## src/inc/opmode_pkg.sv

```systemverilog
// Package: constants, register map and mode encodings for the operating-mode controller
`default_nettype none
package opmode_pkg;
    // ****************************************************************
    // Register offsets (byte addresses)
    // ****************************************************************
    localparam logic [7:0] CTRL_OFS   = 8'h00;
    localparam logic [7:0] STATUS_OFS = 8'h04;
    localparam logic [7:0] CMD_OFS    = 8'h08;
    localparam logic [7:0] RESP_OFS   = 8'h0c;
    localparam logic [7:0] EVENT_OFS  = 8'h10;
    // ****************************************************************
    // Control register fields
    // ****************************************************************
    localparam int CTRL_STOP_PERMIT   = 0;
    localparam int CTRL_DEBUG_PERMIT  = 1;
    localparam int CTRL_LVD_ON        = 2;
    localparam int CTRL_LVD_IN_STOP   = 3;
    localparam int CTRL_POWERDOWN     = 4;
    localparam int CTRL_PARTIAL_PD    = 5;
    localparam int CTRL_REFCLK_STOP   = 6;
    localparam logic [6:0] CTRL_RESET = 7'h00;
    // ****************************************************************
    // Event register fields (write 1 to request)
    // ****************************************************************
    localparam int EV_WAIT       = 0;
    localparam int EV_STOP       = 1;
    localparam int EV_HALT_INSN  = 2;
    localparam int EV_SERIAL_BRK = 3;
    localparam int EV_CHIP_BRK   = 4;
    localparam int EV_IRQ        = 5;
    localparam int EV_WAKE_PIN   = 6;
    localparam int EV_FORCE_RST  = 7;
    // ****************************************************************
    // Reset vector location and response codes
    // ****************************************************************
    localparam logic [15:0] RESET_VECTOR_ADDR = 16'hfffe;
    localparam logic [1:0]  RESP_NONE     = 2'h0;
    localparam logic [1:0]  RESP_DONE     = 2'h1;
    localparam logic [1:0]  RESP_REFUSED  = 2'h2;
    localparam logic [1:0]  RESP_STOPWAIT = 2'h3;
    // ****************************************************************
    // Debug commands and stop flavours
    // ****************************************************************
    typedef enum logic [2:0] {
        CMD_MEM        = 3'h0,
        CMD_MEM_STATUS = 3'h1,
        CMD_DBG_REG    = 3'h2,
        CMD_HALT       = 3'h3,
        CMD_CPU_REG    = 3'h4,
        CMD_TRACE      = 3'h5,
        CMD_RESUME     = 3'h6,
        CMD_SPARE      = 3'h7
    } dbg_cmd_t;
    typedef enum logic [1:0] {
        STOP_NONE = 2'h0,
        STOP_3    = 2'h1,
        STOP_2    = 2'h2,
        STOP_1    = 2'h3
    } stop_kind_t;
    // Gray codes along reset -> run -> wait -> stop -> debug
    typedef enum logic [2:0] {
        ST_RESET = 3'b000,
        ST_RUN   = 3'b001,
        ST_WAIT  = 3'b011,
        ST_STOP  = 3'b010,
        ST_DEBUG = 3'b110
    } mode_t;
endpackage
`default_nettype wire

```

## src/rtl/operating_mode_controller.sv

```systemverilog
// Operating-mode controller: run, debug, wait and stop sequencing behind APB
//
// Overview of operation
// RULE_01 - Mode pin high at reset exit: run
// RULE_02 - Run start fetches reset vector at 0xFFFE
// RULE_03 - Five events enter debug mode
// RULE_04 - CPU suspended while in debug mode
// RULE_05 - Non-intrusive commands accepted in run, debug
// RULE_06 - CPU-register, trace, resume only in debug
// RULE_07 - Wait instruction gates the CPU clock
// RULE_08 - Wait keeps system clocks and regulation
// RULE_09 - Wait entry clears interrupt mask flag
// RULE_10 - Interrupt ends wait, starts stacking
// RULE_11 - Wait accepts only halt and status-access
// RULE_12 - Status access in wait returns stop/wait error
// RULE_13 - Halt command in wait enters debug
// RULE_14 - Permitted stop halts bus, CPU clocks
// RULE_15 - Stop without permit: illegal-opcode reset
// RULE_16 - Debug permit selects stop3, debug clocks on
// RULE_17 - Both low-voltage bits select stop3, regulator on
// RULE_18 - Powerdown bits pick stop3, stop2, stop1
// RULE_19 - Stop mode entered after instruction completes
// RULE_20 - Stop1 full off, stop2 partial, stop3 on
// RULE_21 - Reference clocks may run during stop
// RULE_22 - Stop3 left by reset pin or interrupt
// RULE_23 - Stop2/stop1 wake restarts as power-on
`default_nettype none
module operating_mode_controller (
    // APB slave
    input  wire logic        pclk,
    input  wire logic        presetn,
    input  wire logic        psel,
    input  wire logic        penable,
    input  wire logic        pwrite,
    input  wire logic [7:0]  paddr,
    input  wire logic [31:0] pwdata,
    output logic      [31:0] prdata,
    output logic             pready,
    output logic             pslverr,
    // Pins and core
    input  wire logic        mode_select_debug_pin,
    input  wire logic        reset_pin_n,
    // Core controls
    output logic             cpu_clock_on,
    output logic             bus_clock_on,
    output logic             cpu_fetch_vector,
    output logic [15:0]      vector_addr,
    output logic             stacking_start,
    output logic             clear_irq_mask,
    output logic             illegal_opcode_reset,
    output logic             por_restart,
    // Power controls
    output logic             regulator_full,
    output logic             debug_clocks_on,
    output logic             ref_clocks_on,
    output logic             circuits_powered,
    output logic             ram_retained
);
    // ****************************************************************
    // State
    // ****************************************************************
    typedef struct packed {
        opmode_pkg::mode_t      mode;
        opmode_pkg::stop_kind_t stop_kind;
        logic [6:0]             ctrl;
        logic [1:0]             resp;
        logic                   por_pending;
        logic [31:0]            prdata;
        logic [15:0]            vector_addr;
        logic                   pready;
        logic                   pslverr;
        logic                   cpu_clock_on;
        logic                   bus_clock_on;
        logic                   cpu_fetch_vector;
        logic                   stacking_start;
        logic                   clear_irq_mask;
        logic                   illegal_opcode_reset;
        logic                   por_restart;
        logic                   regulator_full;
        logic                   debug_clocks_on;
        logic                   ref_clocks_on;
        logic                   circuits_powered;
        logic                   ram_retained;
    } state_t;

    state_t st;
    state_t next_st;

    logic                 acc;
    logic                 wr;
    logic [7:0]           ev;
    logic                 cmd_wr;
    opmode_pkg::dbg_cmd_t cmd;
    logic                 halt_cmd;

    assign acc      = psel && penable && !st.pready;
    // Effects land on the completing edge; read data is prepared one edge earlier
    assign wr       = psel && penable && st.pready && pwrite;
    assign ev       = (wr && paddr == opmode_pkg::EVENT_OFS) ? pwdata[7:0] : 8'h00;
    assign cmd_wr   = wr && paddr == opmode_pkg::CMD_OFS;
    assign cmd      = opmode_pkg::dbg_cmd_t'(pwdata[2:0]);
    assign halt_cmd = cmd_wr && cmd == opmode_pkg::CMD_HALT;

    // ****************************************************************
    // Next-state logic
    // ****************************************************************
    always_comb begin
        next_st = st;
        next_st.pready = acc;
        next_st.pslverr = 1'b0;
        next_st.prdata = 32'h0000_0000;
        next_st.cpu_fetch_vector = 1'b0;
        next_st.stacking_start = 1'b0;
        next_st.clear_irq_mask = 1'b0;
        next_st.illegal_opcode_reset = 1'b0;
        next_st.por_restart = 1'b0;

        // Register reads and control writes
        if (acc) begin
            unique case (paddr)
                opmode_pkg::CTRL_OFS: begin
                    next_st.prdata = {25'h0, st.ctrl};
                end
                opmode_pkg::STATUS_OFS: begin
                    next_st.prdata = {27'h0, st.stop_kind, st.mode};
                end
                opmode_pkg::RESP_OFS: begin
                    next_st.prdata = {30'h0, st.resp};
                end
                opmode_pkg::CMD_OFS, opmode_pkg::EVENT_OFS: begin
                    next_st.prdata = 32'h0000_0000;
                end
                default: begin
                    next_st.pslverr = 1'b1;
                end
            endcase
        end

        if (wr && paddr == opmode_pkg::CTRL_OFS) begin
            next_st.ctrl = pwdata[6:0];
        end

        // Debug command admission
        if (cmd_wr) begin
            unique case (st.mode)
                opmode_pkg::ST_RUN: begin
                    next_st.resp = (cmd <= opmode_pkg::CMD_HALT) ? opmode_pkg::RESP_DONE
                                                                : opmode_pkg::RESP_REFUSED; // RULE_05 RULE_06
                end
                opmode_pkg::ST_DEBUG: begin
                    next_st.resp = (cmd == opmode_pkg::CMD_SPARE) ? opmode_pkg::RESP_REFUSED
                                                                 : opmode_pkg::RESP_DONE; // RULE_05 RULE_06
                end
                opmode_pkg::ST_WAIT, opmode_pkg::ST_STOP: begin
                    if (cmd == opmode_pkg::CMD_MEM_STATUS) begin
                        next_st.resp = opmode_pkg::RESP_STOPWAIT; // RULE_12
                    end else if (cmd == opmode_pkg::CMD_HALT) begin
                        next_st.resp = opmode_pkg::RESP_DONE;
                    end else begin
                        next_st.resp = opmode_pkg::RESP_REFUSED; // RULE_11
                    end
                end
                default: begin
                    next_st.resp = opmode_pkg::RESP_REFUSED;
                end
            endcase
        end

        // Mode sequencing
        unique case (st.mode)
            opmode_pkg::ST_RESET: begin
                // Pin level caught after presetn release, even while reset_pin_n is still low
                next_st.cpu_fetch_vector = 1'b1; // RULE_02 RULE_23
                next_st.vector_addr = opmode_pkg::RESET_VECTOR_ADDR; // RULE_02
                next_st.cpu_clock_on = 1'b1;
                next_st.bus_clock_on = 1'b1;
                next_st.circuits_powered = 1'b1;
                next_st.ram_retained = 1'b1;
                next_st.regulator_full = 1'b1;
                next_st.debug_clocks_on = 1'b1;
                next_st.ref_clocks_on = 1'b1;
                next_st.por_restart = st.por_pending;
                next_st.por_pending = 1'b0;
                if (mode_select_debug_pin) begin
                    next_st.mode = opmode_pkg::ST_RUN; // RULE_01
                end else begin
                    next_st.mode = opmode_pkg::ST_DEBUG; // RULE_03
                    next_st.cpu_clock_on = 1'b0;
                end
            end
            opmode_pkg::ST_RUN: begin
                if (halt_cmd || ev[opmode_pkg::EV_HALT_INSN] ||
                    ev[opmode_pkg::EV_SERIAL_BRK] || ev[opmode_pkg::EV_CHIP_BRK]) begin
                    next_st.mode = opmode_pkg::ST_DEBUG; // RULE_03
                    next_st.cpu_clock_on = 1'b0; // RULE_04
                end else if (ev[opmode_pkg::EV_WAIT]) begin
                    next_st.mode = opmode_pkg::ST_WAIT;
                    next_st.cpu_clock_on = 1'b0; // RULE_07
                    next_st.clear_irq_mask = 1'b1; // RULE_09
                end else if (ev[opmode_pkg::EV_STOP]) begin
                    // Applied on the edge that retires the instruction
                    if (!st.ctrl[opmode_pkg::CTRL_STOP_PERMIT]) begin
                        next_st.illegal_opcode_reset = 1'b1; // RULE_15
                        next_st.mode = opmode_pkg::ST_RESET;
                    end else begin
                        next_st.mode = opmode_pkg::ST_STOP; // RULE_19
                        next_st.cpu_clock_on = 1'b0; // RULE_14
                        next_st.bus_clock_on = 1'b0; // RULE_14
                        next_st.ref_clocks_on = st.ctrl[opmode_pkg::CTRL_REFCLK_STOP]; // RULE_21
                        if (st.ctrl[opmode_pkg::CTRL_DEBUG_PERMIT]) begin
                            next_st.stop_kind = opmode_pkg::STOP_3; // RULE_16
                            next_st.debug_clocks_on = 1'b1;
                            next_st.regulator_full = 1'b1;
                        end else if (st.ctrl[opmode_pkg::CTRL_LVD_ON] &&
                                     st.ctrl[opmode_pkg::CTRL_LVD_IN_STOP]) begin
                            next_st.stop_kind = opmode_pkg::STOP_3; // RULE_17
                            next_st.debug_clocks_on = 1'b0;
                            next_st.regulator_full = 1'b1;
                        end else begin
                            next_st.debug_clocks_on = 1'b0;
                            next_st.regulator_full = 1'b0;
                            if (!st.ctrl[opmode_pkg::CTRL_POWERDOWN]) begin
                                next_st.stop_kind = opmode_pkg::STOP_3; // RULE_18
                            end else if (st.ctrl[opmode_pkg::CTRL_PARTIAL_PD]) begin
                                next_st.stop_kind = opmode_pkg::STOP_2; // RULE_18
                                next_st.circuits_powered = 1'b0; // RULE_20
                            end else begin
                                next_st.stop_kind = opmode_pkg::STOP_1; // RULE_18
                                next_st.circuits_powered = 1'b0; // RULE_20
                                next_st.ram_retained = 1'b0; // RULE_20
                            end
                        end
                    end
                end
            end
            opmode_pkg::ST_WAIT: begin
                // System clocks and regulator stay as in run
                next_st.bus_clock_on = 1'b1; // RULE_08
                next_st.regulator_full = 1'b1; // RULE_08
                if (halt_cmd) begin
                    next_st.mode = opmode_pkg::ST_DEBUG; // RULE_13
                end else if (ev[opmode_pkg::EV_IRQ]) begin
                    next_st.mode = opmode_pkg::ST_RUN; // RULE_10
                    next_st.cpu_clock_on = 1'b1;
                    next_st.stacking_start = 1'b1; // RULE_10
                end
            end
            opmode_pkg::ST_STOP: begin
                if (st.stop_kind == opmode_pkg::STOP_3) begin
                    if (!reset_pin_n) begin
                        next_st.mode = opmode_pkg::ST_RESET; // RULE_22
                        next_st.stop_kind = opmode_pkg::STOP_NONE;
                    end else if (halt_cmd && st.debug_clocks_on) begin
                        next_st.mode = opmode_pkg::ST_DEBUG;
                        next_st.stop_kind = opmode_pkg::STOP_NONE;
                        next_st.bus_clock_on = 1'b1;
                        next_st.ref_clocks_on = 1'b1;
                    end else if (ev[opmode_pkg::EV_IRQ]) begin
                        next_st.mode = opmode_pkg::ST_RUN; // RULE_22
                        next_st.stop_kind = opmode_pkg::STOP_NONE;
                        next_st.cpu_clock_on = 1'b1;
                        next_st.bus_clock_on = 1'b1;
                        next_st.ref_clocks_on = 1'b1;
                        next_st.debug_clocks_on = 1'b1;
                        next_st.regulator_full = 1'b1;
                        next_st.stacking_start = 1'b1;
                    end
                end else if (ev[opmode_pkg::EV_WAKE_PIN] || !reset_pin_n) begin
                    // Deep stops lose register state: restart as power-on
                    next_st.mode = opmode_pkg::ST_RESET; // RULE_23
                    next_st.stop_kind = opmode_pkg::STOP_NONE;
                    next_st.ctrl = opmode_pkg::CTRL_RESET; // RULE_23
                    next_st.por_pending = 1'b1;
                end
            end
            opmode_pkg::ST_DEBUG: begin
                next_st.cpu_clock_on = 1'b0; // RULE_04
                if (cmd_wr && (cmd == opmode_pkg::CMD_RESUME || cmd == opmode_pkg::CMD_TRACE)) begin
                    next_st.mode = opmode_pkg::ST_RUN; // RULE_06
                    next_st.cpu_clock_on = 1'b1;
                end
            end
            default: begin
                next_st.mode = opmode_pkg::ST_RESET;
            end
        endcase

        // Debug force reset restarts the mode-pin sampling
        if (ev[opmode_pkg::EV_FORCE_RST]) begin
            next_st.mode = opmode_pkg::ST_RESET; // RULE_03
            next_st.stop_kind = opmode_pkg::STOP_NONE;
        end
    end

    always_ff @(posedge pclk or negedge presetn) begin
        if (!presetn) begin
            st <= '0;
        end else begin
            st <= next_st;
        end
    end

    // ****************************************************************
    // Outputs
    // ****************************************************************
    assign prdata               = st.prdata;
    assign pready               = st.pready;
    assign pslverr              = st.pslverr;
    assign cpu_clock_on         = st.cpu_clock_on;
    assign bus_clock_on         = st.bus_clock_on;
    assign cpu_fetch_vector     = st.cpu_fetch_vector;
    assign vector_addr          = st.vector_addr;
    assign stacking_start       = st.stacking_start;
    assign clear_irq_mask       = st.clear_irq_mask;
    assign illegal_opcode_reset = st.illegal_opcode_reset;
    assign por_restart          = st.por_restart;
    assign regulator_full       = st.regulator_full;
    assign debug_clocks_on      = st.debug_clocks_on;
    assign ref_clocks_on        = st.ref_clocks_on;
    assign circuits_powered     = st.circuits_powered;
    assign ram_retained         = st.ram_retained;

    // ****************************************************************
    // Assertions
    // ****************************************************************
    a_run_from_pin: assert property (@(posedge pclk) disable iff (!presetn) // RULE_01
        st.mode == opmode_pkg::ST_RESET && mode_select_debug_pin |=> st.mode == opmode_pkg::ST_RUN)
        else $error("pin high did not give run");
    a_vector_fetch: assert property (@(posedge pclk) disable iff (!presetn) // RULE_02
        st.mode == opmode_pkg::ST_RESET |=> cpu_fetch_vector && vector_addr == 16'hfffe)
        else $error("no vector fetch after reset");
    a_halt_insn: assert property (@(posedge pclk) disable iff (!presetn) // RULE_03
        st.mode == opmode_pkg::ST_RUN && ev[opmode_pkg::EV_HALT_INSN] && !ev[7]
        |=> st.mode == opmode_pkg::ST_DEBUG)
        else $error("halt instruction ignored");
    a_debug_suspend: assert property (@(posedge pclk) disable iff (!presetn) // RULE_04
        st.mode == opmode_pkg::ST_DEBUG && $past(st.mode) == opmode_pkg::ST_DEBUG |-> !cpu_clock_on)
        else $error("cpu clocked in debug");
    a_run_refuse: assert property (@(posedge pclk) disable iff (!presetn) // RULE_06
        st.mode == opmode_pkg::ST_RUN && cmd_wr && cmd == opmode_pkg::CMD_CPU_REG
        |=> st.resp == opmode_pkg::RESP_REFUSED)
        else $error("active command taken in run");
    a_wait_entry: assert property (@(posedge pclk) disable iff (!presetn) // RULE_09
        $rose(st.mode == opmode_pkg::ST_WAIT) |-> clear_irq_mask && !cpu_clock_on && bus_clock_on)
        else $error("wait entry wrong");
    a_wait_status: assert property (@(posedge pclk) disable iff (!presetn) // RULE_12
        st.mode == opmode_pkg::ST_WAIT && cmd_wr && cmd == opmode_pkg::CMD_MEM_STATUS
        |=> st.resp == opmode_pkg::RESP_STOPWAIT)
        else $error("no stop/wait error");
    a_no_permit: assert property (@(posedge pclk) disable iff (!presetn) // RULE_15
        st.mode == opmode_pkg::ST_RUN && ev == 8'h02 && !st.ctrl[0] |=> illegal_opcode_reset)
        else $error("stop without permit not reset");
    a_stop_clocks: assert property (@(posedge pclk) disable iff (!presetn) // RULE_14
        st.mode == opmode_pkg::ST_STOP |-> !bus_clock_on && !cpu_clock_on)
        else $error("clocks running in stop");
    a_stop1_off: assert property (@(posedge pclk) disable iff (!presetn) // RULE_20
        st.stop_kind == opmode_pkg::STOP_1 |-> !circuits_powered && !ram_retained)
        else $error("stop1 not powered down");
    a_wait_halt: assert property (@(posedge pclk) disable iff (!presetn) // RULE_13
        st.mode == opmode_pkg::ST_WAIT && halt_cmd |=> st.mode == opmode_pkg::ST_DEBUG)
        else $error("halt ignored in wait");
    a_stop_dbg: assert property (@(posedge pclk) disable iff (!presetn) // RULE_16
        st.mode == opmode_pkg::ST_RUN && ev == 8'h02 && st.ctrl[1:0] == 2'b11
        |=> st.stop_kind == opmode_pkg::STOP_3 && debug_clocks_on)
        else $error("debug permit stop wrong");
    a_wait_clocks: assert property (@(posedge pclk) disable iff (!presetn) // RULE_08
        st.mode == opmode_pkg::ST_WAIT |-> bus_clock_on && regulator_full)
        else $error("wait lost clocks");

    c_wait_irq:  cover property (@(posedge pclk) disable iff (!presetn) stacking_start);
    c_stop2:     cover property (@(posedge pclk) disable iff (!presetn)
        st.stop_kind == opmode_pkg::STOP_2);
    c_debug:     cover property (@(posedge pclk) disable iff (!presetn)
        st.mode == opmode_pkg::ST_DEBUG);
    c_por_again: cover property (@(posedge pclk) disable iff (!presetn) por_restart);
endmodule
`default_nettype wire
```

## config.mk

```make
export PLATFORM = sky130hd
export DESIGN_NAME = operating_mode_controller
export DESIGN_NICKNAME = d
export VERILOG_FILES = /design/src/inc/opmode_pkg.sv /design/src/rtl/operating_mode_controller.sv
export SDC_FILE = /design/constraint.sdc
export NUM_CORES = 1
export LEC_CHECK = 0
export BUFFER_PORTS_ARGS = -buffer_cell sky130_fd_sc_hd__buf_2
export CORE_MARGIN = 8
export CORE_UTILIZATION = 43
export CTS_CLUSTER_SIZE = 14
export DETAILED_ROUTE_END_ITERATION = 16
export PLACE_DENSITY = 0.75
export SYNTH_ARGS = -nofsm -noshare
export SYNTH_HDL_FRONTEND = slang
export SYNTH_SLANG_ARGS = --single-unit
```

## constraint.sdc

```tcl
create_clock -name pclk -period 1.9 [get_ports pclk]
set_input_delay 0.475 -clock pclk [delete_from_list [all_inputs] [get_ports pclk]]
set_output_delay 0.475 -clock pclk [all_outputs]
set_load 0.01 [all_outputs]
```

### Word-level counts from Yosys, hierarchy flattened

Index checks and enable logic that the tools add are counted.

| storage, ports and cells | value |
|---|---|
| bits in registers | 62 |
| logic and storage cells | 191 |

| cells by class | value |
|---|---|
| equality and inequality tests | 42 |
| magnitude comparators | 1 |
| multiplexer cells | 88 |
| reductions and logical operators | 39 |

Operators by type and width:

| operator | count |
|---|---|
| $mux W5 | 10 |
| $mux W2 | 24 |
| $reduce_and A9 Y1 | 4 |
| $ne A2 B2 Y1 const B | 16 |
| $mux W1 | 28 |
| $mux W7 | 4 |
| $mux W3 | 9 |
| $reduce_and A8 Y1 | 3 |
| $pmux W7 S3 | 1 |
| $ne A3 B3 Y1 const B | 6 |
| $eq A8 B4 Y1 const B | 2 |
| $ne A4 B4 Y1 const B | 4 |
| $pmux W3 S5 | 1 |
| $eq A3 B3 Y1 const B | 4 |
| $mux W12 | 1 |
| $pmux W2 S3 | 2 |
| $logic_and A1 B1 Y1 | 11 |
| $eq A3 B2 Y1 const B | 3 |
| $reduce_bool A3 Y1 | 3 |
| $eq A8 B3 Y1 const B | 1 |
| $eq A8 B5 Y1 const B | 1 |
| $logic_not A8 Y1 | 1 |
| $mux W8 | 1 |
| $pmux W2 S2 | 2 |
| other kinds (18) | 28 |

### Depth between registers and ports, before layout

Gate-level depths: netlist of the first run.

| logic depth | value |
|---|---|
| word-level depth | 11 |
| mapped depth | 8 |

### Least setup slack after synthesis of the first run

No wires, ideal clock.

| path | value |
|---|---|
| kind | input to register |
| from | in paddr[2] |
| to | reg st[75] (netlist bit) |
| setup time | 101 ps |
| required time | 1799 ps |
| slack | -348 ps |
| data arrival time | 2148 ps |
| cell stages on the path | 8 |
| cell sequence | buf_4 -> nor3b_1 -> and4b_1 -> buf_4 -> a21oi_1 -> or4_4 -> or3_1 -> o32ai_1 |

| on the way | value |
|---|---|
| word-level cells in the longest chain between the ends | 9 |
| elaborated cells between the ends (all ways) | 26 |
| classes of those cells | 7 x eq/ne; 9 x mux; 10 x reduce/logical |

Ends and longest elaborated chain:

| element | RTL line | text |
|---|---|---|
| start: declaration | operating_mode_controller.sv:35 | `input wire logic [7:0] paddr,` |
| $eq A8 B4 Y1 / $eq A8 B5 Y1 (equally long branches) | operating_mode_controller.sv:100, operating_mode_controller.sv:99 |  |
| $logic_and A1 B1 Y1 (on tied branches) | operating_mode_controller.sv:100, operating_mode_controller.sv:99 |  |
| $logic_and A1 B1 Y1 / $mux W8 (equally long branches) | operating_mode_controller.sv:102, operating_mode_controller.sv:99 |  |
| $logic_and A1 B1 Y1 / $logic_or A1 B1 Y1 (equally long branches) | operating_mode_controller.sv:253, operating_mode_controller.sv:192 |  |
| $mux W5 / $logic_or A1 B1 Y1 (equally long branches) | operating_mode_controller.sv:253, operating_mode_controller.sv:192 |  |
| $mux W5 / $logic_or A1 B1 Y1 (equally long branches) | operating_mode_controller.sv:250, operating_mode_controller.sv:193 |  |
| $mux W5 / $mux W3 (equally long branches) | operating_mode_controller.sv:249, operating_mode_controller.sv:192 |  |
| $pmux W3 S5 | operating_mode_controller.sv:170 | `unique case (st.mode)` |
| $mux W5 | operating_mode_controller.sv:289 | `if (ev[opmode_pkg::EV_FORCE_RST]) begin` |
| end signal: assignment | operating_mode_controller.sv:299 | `st <= next_st;` |
| end: declaration | operating_mode_controller.sv:86 | `state_t st;` |

Parallel ways exist; a longest one is shown, timed or not.
A chain may end at the register's enable or synchronous reset.

### Worst setup path after layout of the first run

| path | value |
|---|---|
| from | in paddr[1] |
| to | reg st[75] (netlist bit) |

Same word-level chain as after synthesis.

==> flow_metrics.py, run 1 <==
metrics = {
    "die": {
        "start_util_pct": 43.71,
        "core_um2": 5439,
        "fp.dieW_um": 90.36,
        "ioPinCount": 109,
        "die_y_um": 90.36,
        "core.rowCount": 27,
        "die_area_um2": 8164,
    },
    "routing": {
        "drc": 0,
        "ant_nets": 0,
        "avgRoutedWirePerCell_um": 16.52,
        "drt-vias-per-instance": 5.183,
        "dr.pass1.iters": 4,
        "drt_iter0_drc": 139,
        "vias": 2296,
        "wirelength_um": 7320,
    },
    "pwr": {
        "p_seq_share_pct": 32.8,
        "p_switching_mw": 1.029,
        "ir_drop_v": 0.0007599,
        "power.density_nw_per_um2": 862.1,
        "clkPwrFrac_pct": 25.3,
        "p_leak_nw": 1.638,
        "p_sw_share_pct": 36.11,
        "pwr-share-comb_pct": 42.0,
        "report.power.total_mw": 2.849,
        "power.internal_mw": 1.820,
    },
    "timing": {
        "fmax_mhz": 471.5,
        "grt_setup_unrepaired": "true",
        "holdWs_ps": 212.5,
        "timing.final.ws_setup_ps": -220.8,
        "fin_skew_ps": 3.572,
        "report.final.slew_viol_count": 0,
        "timing.final.crit_share_pct": 111.6,
        "setup_violations": 5,
        "hold_violations": 0,
        "min_period_ps": 2121,
    },
    "worst_setup_path": {
        "path_class": "input pin to flop",
        "cpPeakStageDelay_ps": 530,
        "end_kind": "flop",
        "cp_cell_sequence": "buf_2 > nor4_4 > nand4_4 > o211a_1 > or4_4 > or3_4 > o32ai_2",
        "required_ps": 2100,
        "crit_buf_inv": 1,
        "r2r-end": "st[75]",
        "cpMaxStageDelayCell": "or4_4",
        "worstPathArrival_ps": 2330,
        "reg2reg_from": "pready",
        "cp_max_fo": 3,
        "reg2reg_slack_ps": -200,
        "critPathLaunchType": "input pin",
        "rr_worst_depth": 7,
        "path_delay_family": "simple AND/OR/NAND/NOR gates",
    },
    "synth": {
        "ys.flop_type": "dfrtp_1",
        "ys_top_cells_by_area": "dfrtp_1 (39%), buf_4 (16%), nor2_1 (5.1%), nand2_1 (4.1%), mux2i_1 (3.8%)",
        "netlist-cell-type-count": 48,
        "yosys_warnings": 0,
        "synth_top_area_share_pct": 38.95,
        "synth_seq_cells": 37,
        "seq_area_frac_synth_pct": 38.95,
        "yosys.area.top_type": "dfrtp_1",
        "synth_cells": 274,
        "synth_edf_count": 0,
        "syn_area_um2": 2377,
        "syn_area_per_cell_um2": 8.676,
        "async_flop_share_pct": 100.0,
    },
    "layout": {
        "drive_above_1_share_pct": 44.20,
        "final_core_util_pct": 60.75,
        "top_register": "st",
        "seq_area_um2": 925.9,
        "n_antenna_cell": 0,
        "nets": 417,
        "multiInputGateArea_um2": 1359,
        "largest_register_ffs": 15,
        "final_area_um2": 3304,
        "area_growth_pct": 39.00,
        "n_fill_cell": 475,
    },
    "global_routing": {
        "grt_pass1_vias": 2196,
        "grt_pass1_wl_um": 11080,
        "grt_max_degree": 38,
        "groute.usage.overall_pct": 16.79,
        "antenna_found_initial": 0,
        "grt-ovfl-total": 0,
    },
    "clocking": {
        "cts_sinks": 37,
        "htreeDepth": 2,
        "cts_root_buf": "clkbuf_8",
        "clock_path_buffers": 2,
        "tritoncts": "done",
        "cts_inserted_buffers": 5,
        "clk_transition_reported_paths_ps": 70,
        "insertion_delay_ps": 290,
    },
    "placed_design": {
        "io_buffers": 58,
        "dp.final_hpwl_um": 5544,
        "place_area_um2": 2893,
        "dp_slack_ps": -475.4,
        "place_congestion": 0.8915,
    },
    "min_path": {
        "holdCritPathClass": "input pin to async pin",
    },
    "status": {
        "status": "complete, but fails checks",
        "violations": "negative setup slack",
    },
    "flow_run": {
        "cap_violations": 0,
    },
}
==> worst max-delay path by stage <==
stage | startpoint | cells past startpoint | slack [ps] | endpoint
after floorplan | paddr[1] | 6 | -280 | st[75]
after global placement | paddr[1] | 7 | -470 | st[75]
after detailed placement | paddr[1] | 7 | -480 | st[75]
after CTS | pready | 7 | -230 | st[75]
after global routing | pready | 7 | -290 | st[75]
final | paddr[1] | 7 | -220 | st[75]
==> cells in the final DEF, fill, tap and decap left out, drive strengths merged, types with 4 or more instances in the layout <==
cell	n
a21oi	13
nor3	10
clkbuf	6
nor2	32
a22oi	4
nand2	26
dfrtp	37
nor4	7
or3	5
o21ai	14
mux2i	9
nand3	6
conb	26
inv	7
buf	119
==> power by group through the flow <==
stage	logic, mW	registers, mW	clock network [mW]
after floorplan	0.607	0.949	0
after global placement	1.01	0.943	0
after detailed placement	1.02	0.944	0
after CTS	1.10	0.930	0.735
after global routing	1.30	0.944	0.780
final	1.20	0.934	0.719
==> through the flow <==
stage / instances / setup TNS [ps]
after detailed placement: 424 / -7861
after floorplan: 299 / -805.7
after global placement: 424 / -7437
after global routing: 443 / -818.7
final: 443 / -392.6
after CTS: 439 / -561.0
==> what timing repair did <==
item,CTS,global route
resized for setup,22,22
buffers inserted,7,5
hold buffers,0,0
gates cloned,0,1
pin swaps,14,18
endpoints found under the setup margin,12,20
==> cell type report <==
type | instances | area share (%)
inverters | 7 | 0.7952
clock buffers | 6 | 2.499
flip-flops and latches | 37 | 28.02
multi-input cells | 200 | 41.12
repair buffers | 119 | 23.70
well taps | 72 | 2.726
clock inverters | 2 | 1.136
==> kinds of logic (layout without fill, tap and decap cells) <==
kind of cell	after synthesis	in the layout	share of synthesized area, %
simple gates	107	108	23.00
buf+inv	63	134	18.00
compound gates	55	55	15.26
flops	37	37	38.95
mux	10	10	4.263
other cells	1	26	0.1577
xor+xnor	1	1	0.3685
==> cells in the mapped netlist, types with 5 or more instances <==
cell type and number:
buf_4 51, dfrtp_1 37, nor2_1 32, nand2_1 26, o21ai_0 14, a21oi_1 13, nor3_1 10, mux2i_1 9
inv_1 7, nor4_1 6, clkbuf_1 5, nand3_1 5
==> metal layers <==
metal	track usage, %	share of wire, %
met5	0	0
met4	5.687	2.8
met3	6.650	8.5
met2	27.67	49
met1	19.32	39
Note: power is estimated with default switching activity, not from simulation.
==> run 2: changes to the inputs <==
--- a/config.mk
+++ b/config.mk
@@ -11,6 +11,7 @@
 export CTS_CLUSTER_SIZE = 14
 export DETAILED_ROUTE_END_ITERATION = 16
 export PLACE_DENSITY = 0.75
+export SKIP_CTS_REPAIR_TIMING = 1
 export SYNTH_ARGS = -nofsm -noshare
 export SYNTH_HDL_FRONTEND = slang
 export SYNTH_SLANG_ARGS = --single-unit
==> run 2 against run 1 <==
Effect of this change: the flow still finishes with violations (negative setup slack); design area shrank 2.1%; non-clock buffer count is 2 lower; sequential share of layout area increased by 0.61 points; worst hold slack better by 2.7 ps; critical path type is now flop to flop; highest routed layer unchanged.
==> flow_metrics.py, run 2 (synthesis results as in run 1) <==
metrics = {
    "status": {
        "status": "complete, but fails checks",
        "violations": "negative setup slack",
    },
    "routing": {
        "wl_met3_um": 698,
        "avgRoutedWirePerCell_um": 16.28,
        "vias": 2278,
        "wirelength_um": 7180,
        "drt-vias-per-instance": 5.166,
        "dr.pass1.iters": 4,
        "top_layer": "met4",
        "wl_met1_um": 2846,
        "ant_nets": 0,
        "drt_iter0_drc": 141,
        "wl_met2_um": 3520,
        "drc": 0,
    },
    "pwr": {
        "power.density_nw_per_um2": 880.4,
        "p_leak_nw": 1.609,
        "ir_drop_v": 0.0007204,
        "report.power.total_mw": 2.848,
    },
    "timing": {
        "holdWs_ps": 215.1,
        "timing.final.crit_share_pct": 112.0,
        "fmax_mhz": 469.9,
        "min_period_ps": 2128,
        "report.final.slew_viol_count": 0,
        "fin_skew_ps": 2.798,
        "grt_setup_unrepaired": "true",
        "timing.final.ws_setup_ps": -227.9,
        "hold_violations": 0,
        "setup_violations": 14,
    },
    "layout": {
        "nets": 415,
        "top_register": "st",
        "final_cell_mix": "buf_2 (58), buf_4 (55), dfrtp_1 (37), nor2_1 (30), conb_1 (26)",
        "area_growth_pct": 36.05,
        "largest_register_ffs": 15,
        "layout_commonest_cell": "buf_2",
        "n_antenna_cell": 0,
        "final_core_util_pct": 59.47,
        "drive_above_1_share_pct": 43.90,
    },
    "die": {
        "ioPinCount": 109,
        "die_y_um": 90.36,
        "die_area_um2": 8164,
        "core.rowCount": 27,
        "core_um2": 5439,
        "fp.dieW_um": 90.36,
        "start_util_pct": 43.71,
    },
    "worst_setup_path": {
        "cp_max_fo": 3,
        "required_ps": 2100,
        "worstPathArrival_ps": 2330,
        "end_kind": "flop",
        "path_class": "flop to flop",
        "critPathLaunchType": "flop",
    },
    "placed_design": {
        "io_buffers": 58,
        "place_congestion": 0.8915,
        "dp.final_hpwl_um": 5544,
    },
    "clocking": {
        "clock_path_buffers": 2,
        "htreeDepth": 2,
        "cts_inserted_buffers": 5,
        "cts_sinks": 37,
        "tritoncts": "done",
        "cts_root_buf": "clkbuf_8",
        "clk_transition_reported_paths_ps": 70,
        "insertion_delay_ps": 290,
    },
    "global_routing": {
        "grt-ovfl-total": 0,
        "antenna_found_initial": 0,
        "groute.usage.overall_pct": 16.32,
        "grt_pass1_vias": 2120,
        "grt_pass1_wl_um": 10750,
        "grt_max_degree": 38,
    },
    "min_path": {
        "holdCritPathClass": "input pin to async pin",
    },
    "flow_run": {
        "cap_violations": 0,
    },
}
run 2: cell type report:
cell class              instances  area [µm²]
clock buffers                   6       82.58
clock inverters                 2       37.54
multi-input cells             200        1324
fillers                       487        2205
repair buffers                117       748.2
well taps                      72       90.09
flip-flops and latches         37       925.9
inverters                       7       26.28
run 2: worst paths after layout:
kind                       slack (ps)  cells after the start  startpoint      to
max in group asynchronous        1350                      2     presetn  st[67]
min reg2reg                       480                      1      st[62]  st[62]
min in group pclk                 470                      3     penable  pready
max reg2reg                      -230                      7      pready  st[75]
max                              -230                      7      pready  st[75]
min                               220                      2     presetn  st[74]
run 2: power breakdown:
part / switching, mW / internal (mW) / total [mW]
registers: 0.0626 / 0.869 / 0.931
logic: 0.673 / 0.523 / 1.20
clock network: 0.293 / 0.427 / 0.720
run 2: metal layers:
metal / vias up / track usage (%)
li1: 1083 / -
met1: 1088 / 19.07
met2: 96 / 27.36
met3: 11 / 6.650
met4: 0 / 3.329
met5: - / 0
run 2: metrics by stage:
stage / setup slack (ps) / area [µm²] / setup TNS [ps] / instances
after floorplan: -281.1 / 2535 / -805.7 / 299
after global placement: -472.2 / 2893 / -7437 / 424
after detailed placement: -475.4 / 2893 / -7861 / 424
after CTS: -285.0 / 3013 / -1675 / 432
after global routing: -328.6 / 3234 / -2776 / 441
final: -227.9 / 3234 / -1231 / 441
run 2: critical path: stages (launching register included):
cell	delay (ps)
dfrtp_1	360
and4_4	230
buf_6	110
nand4_4	90
o211a_1	270
or4_4	540
or3_4	340
o32ai_2	90
